[config.mk]
export PLATFORM = sky130hd
export DESIGN_NAME = rcb_reset_cause
export DESIGN_NICKNAME = d
export VERILOG_FILES = /design/src/rtl/rcb_pkg.sv /design/src/rtl/rcb_reset_cause.sv
export SDC_FILE = /design/constraint.sdc
export NUM_CORES = 1
export LEC_CHECK = 0
export BUFFER_PORTS_ARGS = -buffer_cell sky130_fd_sc_hd__clkbuf_2
export CAP_MARGIN = 5
export CORE_MARGIN = 8
export CORE_UTILIZATION = 45
export CTS_BUF_LIST = sky130_fd_sc_hd__clkbuf_4 sky130_fd_sc_hd__clkbuf_8
export CTS_CLUSTER_DIAMETER = 30
export DETAILED_ROUTE_END_ITERATION = 10
export GPL_TIMING_DRIVEN = 1
export SETUP_SLACK_MARGIN = 0.2
export SKIP_LAST_GASP = 1
export SLEW_MARGIN = 0
export SYNTH_ARGS = -nofsm -noshare
export SYNTH_HDL_FRONTEND = slang
export SYNTH_SLANG_ARGS = --single-unit
export TNS_END_PERCENT = 1
[constraint.sdc]
create_clock -name clk_in -period 30.6 [get_ports clk_in]
set_input_delay 1.53 -clock clk_in [delete_from_list [all_inputs] [get_ports clk_in]]
set_output_delay 1.53 -clock clk_in [all_outputs]
set_load 0.05 [all_outputs]
[src/rtl/rcb_pkg.sv]
// Package with register map, field layout, reset values and timing constants of the reset-cause block.
package rcb_pkg;

    // Register byte offsets.
    localparam logic [7:0] RCB_OFS_FLAGS   = 8'h08;
    localparam logic [7:0] RCB_OFS_BROWNOUT_CONFIG = 8'h14;
    localparam logic [7:0] RCB_OFS_IRQ_ST  = 8'h20;
    localparam logic [7:0] RCB_OFS_IRQ_MSK = 8'h24;
    localparam logic [7:0] RCB_OFS_STATUS  = 8'h28;

    // Reset values.
    localparam logic [7:0]  RCB_FLAGS_RST   = 8'h01;
    localparam logic [31:0] RCB_BROWNOUT_CONFIG_RST = 32'h0000_0002;

    // Flag bit positions.
    localparam int RCB_BIT_POR   = 0;
    localparam int RCB_BIT_BOR   = 1;
    localparam int RCB_BIT_WDT   = 2;
    localparam int RCB_BIT_SWREQ = 3;
    localparam int RCB_BIT_LOCK  = 4;
    localparam int RCB_BIT_PIN   = 5;
    localparam int RCB_BIT_PCOV  = 6;
    localparam int RCB_BIT_PROG  = 7;
    localparam int RCB_NUM_SRC   = 8;

    // Brownout configuration field positions.
    localparam int RCB_DLY_BIT = 1;
    localparam int RCB_VTH_LSB = 2;
    localparam int RCB_VTH_MSB = 4;

    // Brownout trip level codes driven to the analog detector.
    typedef enum logic [2:0] {
        RCB_LVL_2V3 = 3'b000,
        RCB_LVL_2V8 = 3'b001,
        RCB_LVL_3V3 = 3'b010,
        RCB_LVL_3V7 = 3'b011,
        RCB_LVL_4V2 = 3'b100
    } rcb_level_t;

    // Brownout detection delays in nanoseconds, one row per level code from 2.8 V up, 2.3 V sharing the 2.8 V row.
    localparam int RCB_DLY0_NS [4] = '{84000, 97700, 107300, 117300};
    localparam int RCB_DLY1_NS [4] = '{168000, 195900, 215300, 235600};

    // Hold time of the global reset after its source releases.
    localparam int RCB_HOLD_MS = 5;
    localparam int RCB_CLK_NS  = 25;
    localparam int RCB_HOLD_CYC = RCB_HOLD_MS * 1000000 / RCB_CLK_NS;

    // Register bus request.
    typedef struct packed {
        logic [7:0]  addr;
        logic [31:0] wdata;
        logic        wr;
        logic        rd;
    } rcb_bus_req_t;

    // Brownout detector settings.
    typedef struct packed {
        rcb_level_t  level;
        logic        long_delay;
        logic [13:0] delay_cyc;
    } rcb_bor_set_t;

    typedef enum logic [1:0] {
        RCB_ST_RUN  = 2'b00,
        RCB_ST_SRC  = 2'b01,
        RCB_ST_HOLD = 2'b10
    } rcb_state_t;

    function automatic logic [13:0] rcb_ns_to_cyc(input int ns);
        return 14'((ns + RCB_CLK_NS - 1) / RCB_CLK_NS);
    endfunction

endpackage

[src/rtl/rcb_reset_cause.sv]
// Reset-cause flags, brownout configuration and global reset hold of the chip reset unit.
//
// Operation
// Flag register at 0x08, resets to 0x1
// Bit 0 records power-on reset
// Bit 1 records brownout reset
// Bit 2 records watchdog reset
// Bit 3 records software-requested reset
// Bit 4 records processor lockup reset
// Bit 5 records external pin reset
// Bit 6 records program counter range fault
// Bit 7 records flash programming reset
// Writing 0 clears a flag; 1 keeps
// Brownout config at 0x14, resets to 0x2
// Bits 4:2 select brownout trip level
// Trip level 2.3 V until programmed
// Bit 1 selects short or long delay
// Detection delay depends on both fields
// Any source holds global reset 5 ms
// Flags survive reset, accumulate, reserved reads zero
module rcb_reset_cause
    import rcb_pkg::*;
#(
    parameter int HOLD_CYC = RCB_HOLD_CYC
)
(
    // Clock and power-on reset.
    input  wire logic         clk_in,
    input  wire logic         rst_n_in,
    // Register port.
    input  wire logic [7:0]   addr_in,
    input  wire logic [31:0]  wdata_in,
    input  wire logic         wr_in,
    input  wire logic         rd_in,
    output logic      [31:0]  rdata_out,
    // Reset sources, active high while asserted.
    input  wire logic [7:0]   src_in,
    // Chip-wide reset, brownout settings and interrupt.
    output logic              global_rst_n_out,
    output rcb_bor_set_t      bor_set_out,
    output logic              irq_out
);

    initial
    begin
        if (HOLD_CYC < 1 || HOLD_CYC > 2**30)
            $error("HOLD_CYC out of range");
    end

    rcb_bus_req_t req;
    assign req = '{addr: addr_in, wdata: wdata_in, wr: wr_in, rd: rd_in};

    logic [7:0]   flags_ff,    nxt_flags;
    logic [2:0]   vth_ff,      nxt_vth;
    logic         dly_ff,      nxt_dly;
    logic         vth_set_ff,  nxt_vth_set;
    logic [7:0]   ist_ff,      nxt_ist;
    logic [7:0]   imsk_ff,     nxt_imsk;
    logic [31:0]  rdata_ff,    nxt_rdata;
    logic         irq_ff,      nxt_irq;
    rcb_bor_set_t bor_ff,      nxt_bor;
    rcb_state_t   state_ff,    nxt_state;
    logic [29:0]  cnt_ff,      nxt_cnt;
    logic         grst_n_ff,   nxt_grst_n;
    logic [7:0]   src_prev_ff;
    logic [7:0]   src_rise;

    // A cause is recorded on the rising edge of its source so a held source does not fight a clear.
    assign src_rise = src_in & ~src_prev_ff;

    // Each flag has its own next-value logic, so a set and a clear in one cycle resolve per bit.
    // The set wins over the clear, so a reset that lands during a clear is never lost.
    for (genvar gi = 0; gi < RCB_NUM_SRC; gi++)
    begin : g_flag
        always_comb
        begin
            nxt_flags[gi] = flags_ff[gi];
            if (req.wr && req.addr == RCB_OFS_FLAGS && !req.wdata[gi])
                nxt_flags[gi] = 1'b0;
            if (src_rise[gi])
                nxt_flags[gi] = 1'b1;
        end
    end

    always_comb
    begin
        nxt_vth     = vth_ff;
        nxt_dly     = dly_ff;
        nxt_vth_set = vth_set_ff;
        nxt_imsk    = imsk_ff;
        nxt_ist     = ist_ff;
        if (req.wr && req.addr == RCB_OFS_BROWNOUT_CONFIG)
        begin
            nxt_vth     = req.wdata[RCB_VTH_MSB:RCB_VTH_LSB];
            nxt_dly     = req.wdata[RCB_DLY_BIT];
            nxt_vth_set = (req.wdata[RCB_VTH_MSB:RCB_VTH_LSB] != 3'b000);
        end
        else if (req.wr && req.addr == RCB_OFS_IRQ_MSK)
            nxt_imsk = req.wdata[7:0];
        else if (req.wr && req.addr == RCB_OFS_IRQ_ST)
            nxt_ist = ist_ff & ~req.wdata[7:0];
        nxt_ist = nxt_ist | src_rise;
    end

    // Trip level and delay mapping.
    always_comb
    begin
        logic [1:0] row;
        row = 2'b00;
        nxt_bor.long_delay = dly_ff;
        if (!vth_set_ff)
            nxt_bor.level = RCB_LVL_2V3;
        else if (vth_ff[2])
            nxt_bor.level = RCB_LVL_4V2;
        else
            nxt_bor.level = rcb_level_t'(vth_ff);
        if (vth_ff[2])
            row = 2'b11;
        else if (vth_ff[1:0] != 2'b00)
            row = vth_ff[1:0] - 2'b01;
        if (dly_ff)
            nxt_bor.delay_cyc = rcb_ns_to_cyc(RCB_DLY1_NS[row]);
        else
            nxt_bor.delay_cyc = rcb_ns_to_cyc(RCB_DLY0_NS[row]);
    end

    always_comb
    begin
        nxt_rdata = 32'h0000_0000;
        if (req.rd)
        begin
            if (req.addr == RCB_OFS_FLAGS)
                nxt_rdata = {24'h00_0000, flags_ff};
            else if (req.addr == RCB_OFS_BROWNOUT_CONFIG)
                nxt_rdata = {27'h000_0000, vth_ff, dly_ff, 1'b0};
            else if (req.addr == RCB_OFS_IRQ_ST)
                nxt_rdata = {24'h00_0000, ist_ff};
            else if (req.addr == RCB_OFS_IRQ_MSK)
                nxt_rdata = {24'h00_0000, imsk_ff};
            else if (req.addr == RCB_OFS_STATUS)
                nxt_rdata = {30'h0000_0000, state_ff};
        end
        nxt_irq = |(ist_ff & imsk_ff);
    end

    // Global reset sequencer: held while any source is active, then for the hold time.
    always_comb
    begin
        nxt_state  = state_ff;
        nxt_cnt    = cnt_ff;
        nxt_grst_n = grst_n_ff;
        case (state_ff)
            RCB_ST_RUN:
            begin
                nxt_grst_n = 1'b1;
                if (|src_in)
                begin
                    nxt_state  = RCB_ST_SRC;
                    nxt_grst_n = 1'b0;
                end
            end
            RCB_ST_SRC:
            begin
                nxt_grst_n = 1'b0;
                nxt_cnt    = 30'h0000_0000;
                if (!(|src_in))
                    nxt_state = RCB_ST_HOLD;
            end
            RCB_ST_HOLD:
            begin
                nxt_grst_n = 1'b0;
                if (|src_in)
                begin
                    nxt_state = RCB_ST_SRC;
                    nxt_cnt   = 30'h0000_0000;
                end
                else if (cnt_ff == 30'(HOLD_CYC - 1))
                begin
                    nxt_state  = RCB_ST_RUN;
                    nxt_grst_n = 1'b1;
                end
                else
                    nxt_cnt = cnt_ff + 30'h0000_0001;
            end
            default:
            begin
                nxt_state = RCB_ST_RUN;
            end
        endcase
    end

    // Flags and configuration reset only with the power-on reset, never with the global reset.
    always_ff @(posedge clk_in)
    begin
        if (!rst_n_in)
        begin
            flags_ff    <= RCB_FLAGS_RST;
            vth_ff      <= RCB_BROWNOUT_CONFIG_RST[RCB_VTH_MSB:RCB_VTH_LSB];
            dly_ff      <= RCB_BROWNOUT_CONFIG_RST[RCB_DLY_BIT];
            vth_set_ff  <= 1'b0;
            ist_ff      <= 8'h00;
            imsk_ff     <= 8'h00;
            rdata_ff    <= 32'h0000_0000;
            irq_ff      <= 1'b0;
            bor_ff      <= '{level: RCB_LVL_2V3, long_delay: 1'b1, delay_cyc: 14'h0000};
            state_ff    <= RCB_ST_HOLD;
            cnt_ff      <= 30'h0000_0000;
            grst_n_ff   <= 1'b0;
            src_prev_ff <= 8'h00;
        end
        else
        begin
            flags_ff    <= nxt_flags;
            vth_ff      <= nxt_vth;
            dly_ff      <= nxt_dly;
            vth_set_ff  <= nxt_vth_set;
            ist_ff      <= nxt_ist;
            imsk_ff     <= nxt_imsk;
            rdata_ff    <= nxt_rdata;
            irq_ff      <= nxt_irq;
            bor_ff      <= nxt_bor;
            state_ff    <= nxt_state;
            cnt_ff      <= nxt_cnt;
            grst_n_ff   <= nxt_grst_n;
            src_prev_ff <= src_in;
        end
    end

    assign rdata_out        = rdata_ff;
    assign irq_out          = irq_ff;
    assign bor_set_out      = bor_ff;
    assign global_rst_n_out = grst_n_ff;

endmodule // rcb_reset_cause

* Word-level counts from Yosys, hierarchy flattened
Cells that the tools add are included.
** Word-level totals
- Bits in registers :: 121
- Latch bits :: 0
- Bits in writable memories :: 0
- Memory bits (read-only) :: 0
- Input port bits :: 52
- Output and inout bits :: 52
- Word-level logic and storage cells :: 142
- Memories :: 0
** Cells by class
- $add $sub $neg :: 6
- Multiply operators :: 0
- Div/mod/pow operators :: 2
- Magnitude comparators :: 1
- Equality and inequality tests :: 12
- Shift-type cells :: 0
- Muxes and demuxes :: 44
- Bitwise operators :: 11
- Reduce and logical (&&, ||, !) cells :: 42
** Operator list (count)
- $bmux W32 S2 :: 2
- $mux W32 :: 4
- $add A32 B6 Y32 const B :: 2
- $div A32 B6 Y32 const B :: 2
- $sub A32 B2 Y32 const B :: 2
- $mux W30 :: 2
- $pmux W30 S2 :: 1
- $mux W8 :: 7
- $add A30 B1 Y30 const B :: 1
- $eq A30 B18 Y1 const B :: 1
- $and A8 B8 Y8 :: 3
- $eq A8 B6 Y1 const B :: 3
- $reduce_bool A2 Y1 :: 9
- $mux W1 :: 17
- $not A8 Y8 :: 2
- $reduce_or A8 Y1 :: 2
- $mux W14 :: 1
- $mux W2 :: 7
- $logic_and A1 B1 Y1 :: 12
- $eq A8 B4 Y1 const B :: 1
- $eq A8 B5 Y1 const B :: 1
- $logic_not A1 Y1 :: 8
- $or A8 B8 Y8 :: 1
- $reduce_and A2 Y1 :: 4
- 17 further kinds :: 23

* Longest topological paths before layout
- Depth in word-level cells :: 11
- Mapped depth :: 47
- Depth with buffers taken out :: 41

* Worst setup path before layout
Ideal clock, no wire load.
- Kind :: register to register
- Start point :: reg vth_ff[2]
- End point :: reg bor_ff, in the netlist bor_set_out[0]
- Library setup time :: 125 ps
- Arrival time :: 10287 ps
- Data required time :: 30475 ps
- Slack :: 20188 ps
- Cell stages (with the launch flop) :: 43
- Path buffers :: 6
- Clock period less this slack :: 10412 ps
- Path through :: dfxtp_1 clkbuf_1 clkbuf_1 nand2b_1 inv_1 ha_1 mux2_4 o21ai_4 mux2_4 nor3_2 nor2_2 a2111o_1 and3_1 buf_2 a21oi_1 xnor2_1 clkbuf_1 nor3_1 [... 7 more ...] xnor2_1 inv_1 ha_1 nand2_1 nand3_1 a211oi_4 xnor2_1 ha_1 o311ai_0 a31oi_1 or4_1 buf_2 mux2i_2 nor4b_4 nand4_1 nor2_2 nor3_1 o41a_1
** On the way
- Longest elaborated chain between the ends :: 9
- Elaborated cells between the ends (all ways) :: 15
- Classes of those cells :: 4 x add/sub; 2 x div; 8 x mux; 1 x bitwise
** Ends and longest elaborated chain
- from (decl) :: RTL line rcb_reset_cause.sv:54 : logic [2:0] vth_ff, nxt_vth;
- from (signal assigned) :: RTL line rcb_reset_cause.sv:198 : vth_ff <= RCB_BROWNOUT_CONFIG_RST[RCB_VTH_MSB:RCB_VTH_LSB];
- from (signal assigned) :: RTL line rcb_reset_cause.sv:214 : vth_ff <= nxt_vth;
- $mux W2 * :: RTL line rcb_reset_cause.sv:117 : if (vth_ff[2])
- $not A2 Y3 (not written as such) * :: RTL line rcb_reset_cause.sv:122, rcb_reset_cause.sv:124
- $bmux W32 S2, on equally long branches :: RTL line rcb_reset_cause.sv:124, rcb_reset_cause.sv:122
- $mux W32, on equally long branches (2 in series) :: RTL line rcb_reset_cause.sv:124, rcb_reset_cause.sv:122
- $add A32 B6 Y32 :: RTL line rcb_pkg.sv:71 : return 14'((ns + RCB_CLK_NS - 1) / RCB_CLK_NS);
- $sub A32 B2 Y32 :: RTL line rcb_pkg.sv:71
- $div A32 B6 Y32 :: RTL line rcb_pkg.sv:71
- $mux W14 * :: RTL line rcb_reset_cause.sv:121 : if (dly_ff)
- to (signal assigned) :: RTL line rcb_reset_cause.sv:205 : bor_ff <= '{level: RCB_LVL_2V3, long_delay: 1'b1, delay_cyc: 14'h0000};
- to (signal assigned) :: RTL line rcb_reset_cause.sv:221 : bor_ff <= nxt_bor;
- to (decl) :: RTL line rcb_reset_cause.sv:61 : rcb_bor_set_t bor_ff, nxt_bor;
Mark *: on every way between the ends. The rest lies on a longest branch, timed or not. The select of a mux whose other input is x is not followed.
A chain may end at the register's enable or synchronous reset.

* Worst setup path after layout
Same ends and word-level chain as after synthesis.

==> results.cfg <==
[placement]
dp_hpwl_um = 16560
dp.cells = 1311
place.gp.congestion = 0.8664
portBuffers = 55

[timing]
setup_violations = 0
max_freq_mhz = 73.15
worstMarginPinSlew_ns = 1.071
finalHoldViolCount = 0
min_period_over_period_pct = 44.68
rsz0062_at_grt = false
slew_headroom_pct = 28.24
finalMaxSlewViolations = 0
fin_skew_ns = 0.01118
finalCriticalPeriod_ns = 13.67
tns_ns = 0

[clock_tree]
clkSinkCount = 97
cts-root-buf = clkbuf_8
cts.reportedPaths.clkPinSlew_ns = 0.10
postCtsSetupBuffers = 0
cts_resized = 0
hold_buffers = 0
cts_inserted_buffers = 9
htreeDepth = 3
cts_buffer_depth = 2
clock_latency_ns = 0.37
cts_tree = done

[cells_and_area]
regArea_mm2 = 0.001942
nFillCells = 1826
drive_gt1_share_pct = 12.48
multi_input_area_mm2 = 0.005789
nets = 1169
area_delta_synth_final_pct = 6.281
fin_cells = 1327
antenna_cells = 0

[global_route]
grt_antenna_before_repair = 1
grt_pass1_wl_um = 35710
grt_pass1_vias = 7175
grt_overflow = 0
track_usage_pct = 18.98
grt_max_degree = 47

[setup_path]
cp_top_family = simple AND/OR/NAND/NOR gates
cp.arrival_ns = 13.94
path_class = reg -> reg
crit_buf_inv = 3
cp_max_fo = 26
slowest_stage = dfxtp_1
end_kind = register
cp.required_ns = 30.87
cp_slowest_stage_delay_ns = 0.86
cp-start-kind = register
rrSetupSlack_ns = 16.93

[run]
drv_cap = 0

[routing]
routed_wl_um = 21680
drt_iter0_markers = 457
dr.pass1.iters = 5
via_per_inst = 5.859
ant_nets = 0
drc = 0
wl_per_cell_um = 16.33
vias = 7775

[yosys]
synth-edff-count = 0
netlist.area_leader.share_pct = 23.95
synth_area_mm2 = 0.008108
yosysWarnings = 0
synth.top_cells.by_area = dfxtp_1 (24%), nor2_1 (5.4%), nand2_1 (5.3%)
yosys.area.top_type = dfxtp_1
yosysSeqAreaShare_pct = 23.95
syn_area_per_cell_um2 = 7.599
synth_cells = 1067
ys_ff_latch = 97
synth_ff_type = dfxtp_1
async_flop_share_pct = 0
yosys.cell_types.count = 107

[power]
p_per_area_mw_per_mm2 = 48.83
ir_worst_vdd_mv = 0.05499
leakagePower_nw = 3.237

[hold_path]
hold_class = reg -> reg

[die]
pin_count = 104
rows = 49
fp.dieH_um = 150.2
die_area_mm2 = 0.02257
floorplan.initialDensity_pct = 45.44
die_w_um = 150.2
coreArea_mm2 = 0.01784

[run_status]
status = finished clean
path summary, 6_finish.rpt:
path	endpoint	cells past startpoint	startpoint
hold / removal	flags_ff[3]	2	flags_ff[3]
hold reg to reg	flags_ff[3]	2	flags_ff[3]
setup / recovery	bor_set_out[0]	37	vth_ff[2]
setup reg to reg	bor_set_out[0]	37	vth_ff[2]
cells in the final DEF, fill, tap and decap left out, types with 35 or more instances in the layout:
cell type,n
dfxtp_1,97
o21ai_0,41
a21oi_1,82
nor2_1,117
nand3_1,46
clkbuf_2,55
nand2_1,115
nor3_1,35
tightest hold or removal path, stage by stage (launching register included):
cell     delay [ns]
dfxtp_1        0.32
o21ai_0        0.06
a21oi_1        0.06
layer usage:
metal	part of all wire, %	GRT usage (%)	routed length [um]	up-vias
li1	-	-	-	3953
met1	49	26.01	10680	3642
met2	46	31.28	9901	159
met3	4.2	3.006	918	19
met4	0.76	2.949	164	2
met5	0.060	0	13	-
flip-flops by register name, indices dropped and copies added (netlist names), 2 cells and up:
register	count
cnt_ff	30
bor_set_out	18
flags_ff	8
imsk_ff	8
ist_ff	8
rdata_out	8
src_prev_ff	8
vth_ff	3
state_ff	2
cell type report:
type,count,share of cell area (%)
clock inverters,6,0.5953
flip-flops and latches,97,22.54
well taps,229,3.325
clock buffers,10,1.597
inverters,28,1.220
multi-input cells,898,67.18
repair buffers,59,3.543
kinds of logic (layout without fill, tap and decap cells):
| logic type | count (synthesis) | in the layout | synth area share (%) |
|---|---|---|---|
| AO/OA/AOI/OAI | 300 | 300 | 27.08 |
| XOR/XNOR | 56 | 56 | 6.312 |
| adder cells (fa/ha/maj) | 24 | 24 | 3.704 |
| buffers and inverters | 95 | 103 | 5.849 |
| flip-flops | 97 | 97 | 23.95 |
| multiplexers | 31 | 31 | 4.290 |
| other | 1 | 24 | 0.04625 |
| AND/OR/NAND/NOR | 463 | 463 | 28.77 |
metrics by stage:
stage               instance area [um2]  setup slack, ns  hold slack [ns]  util [%]  power [mW]
global placement                   8428            17.07           0.4620     47.24      0.3415
CTS                                8617            17.04           0.4801     48.30      0.4218
floorplan                          8194            20.19           0.4467         -      0.3064
finish                             8617            16.93           0.4806     48.30      0.4208
global route                       8617            15.87           0.4982     48.30      0.4510
detailed placement                 8428            17.10           0.4653     47.24      0.3423
where the power goes:
group / internal, mW / leakage [nW] / switching [mW]
logic: 0.0768 / 2.35 / 0.132
clock network: 0.0328 / 0.0935 / 0.0463
registers: 0.130 / 0.792 / 0.00249
Yosys cell counts, drive strengths merged, types with 7 or more instances:
library cell  instances
mux2                 12
o21ai                49
nor3                 40
xor2                 27
a211oi                9
nor2                119
nand2b               17
o211ai               12
nand2               115
a22oi                12
or2                   7
a311oi                9
o31ai                10
inv                  26
ha                   24
buf                  38
mux2i                19
xnor2                28
nand3                47
o21a                 11
nand4                11
or3                  14
o31a                  8
clkbuf               29
dfxtp                97
and2                 27
a21oi                84
and3                 18
nor2b                 8
a31oi                17
nor4                 16
No activity file was read; power rests on OpenSTA's default activity.
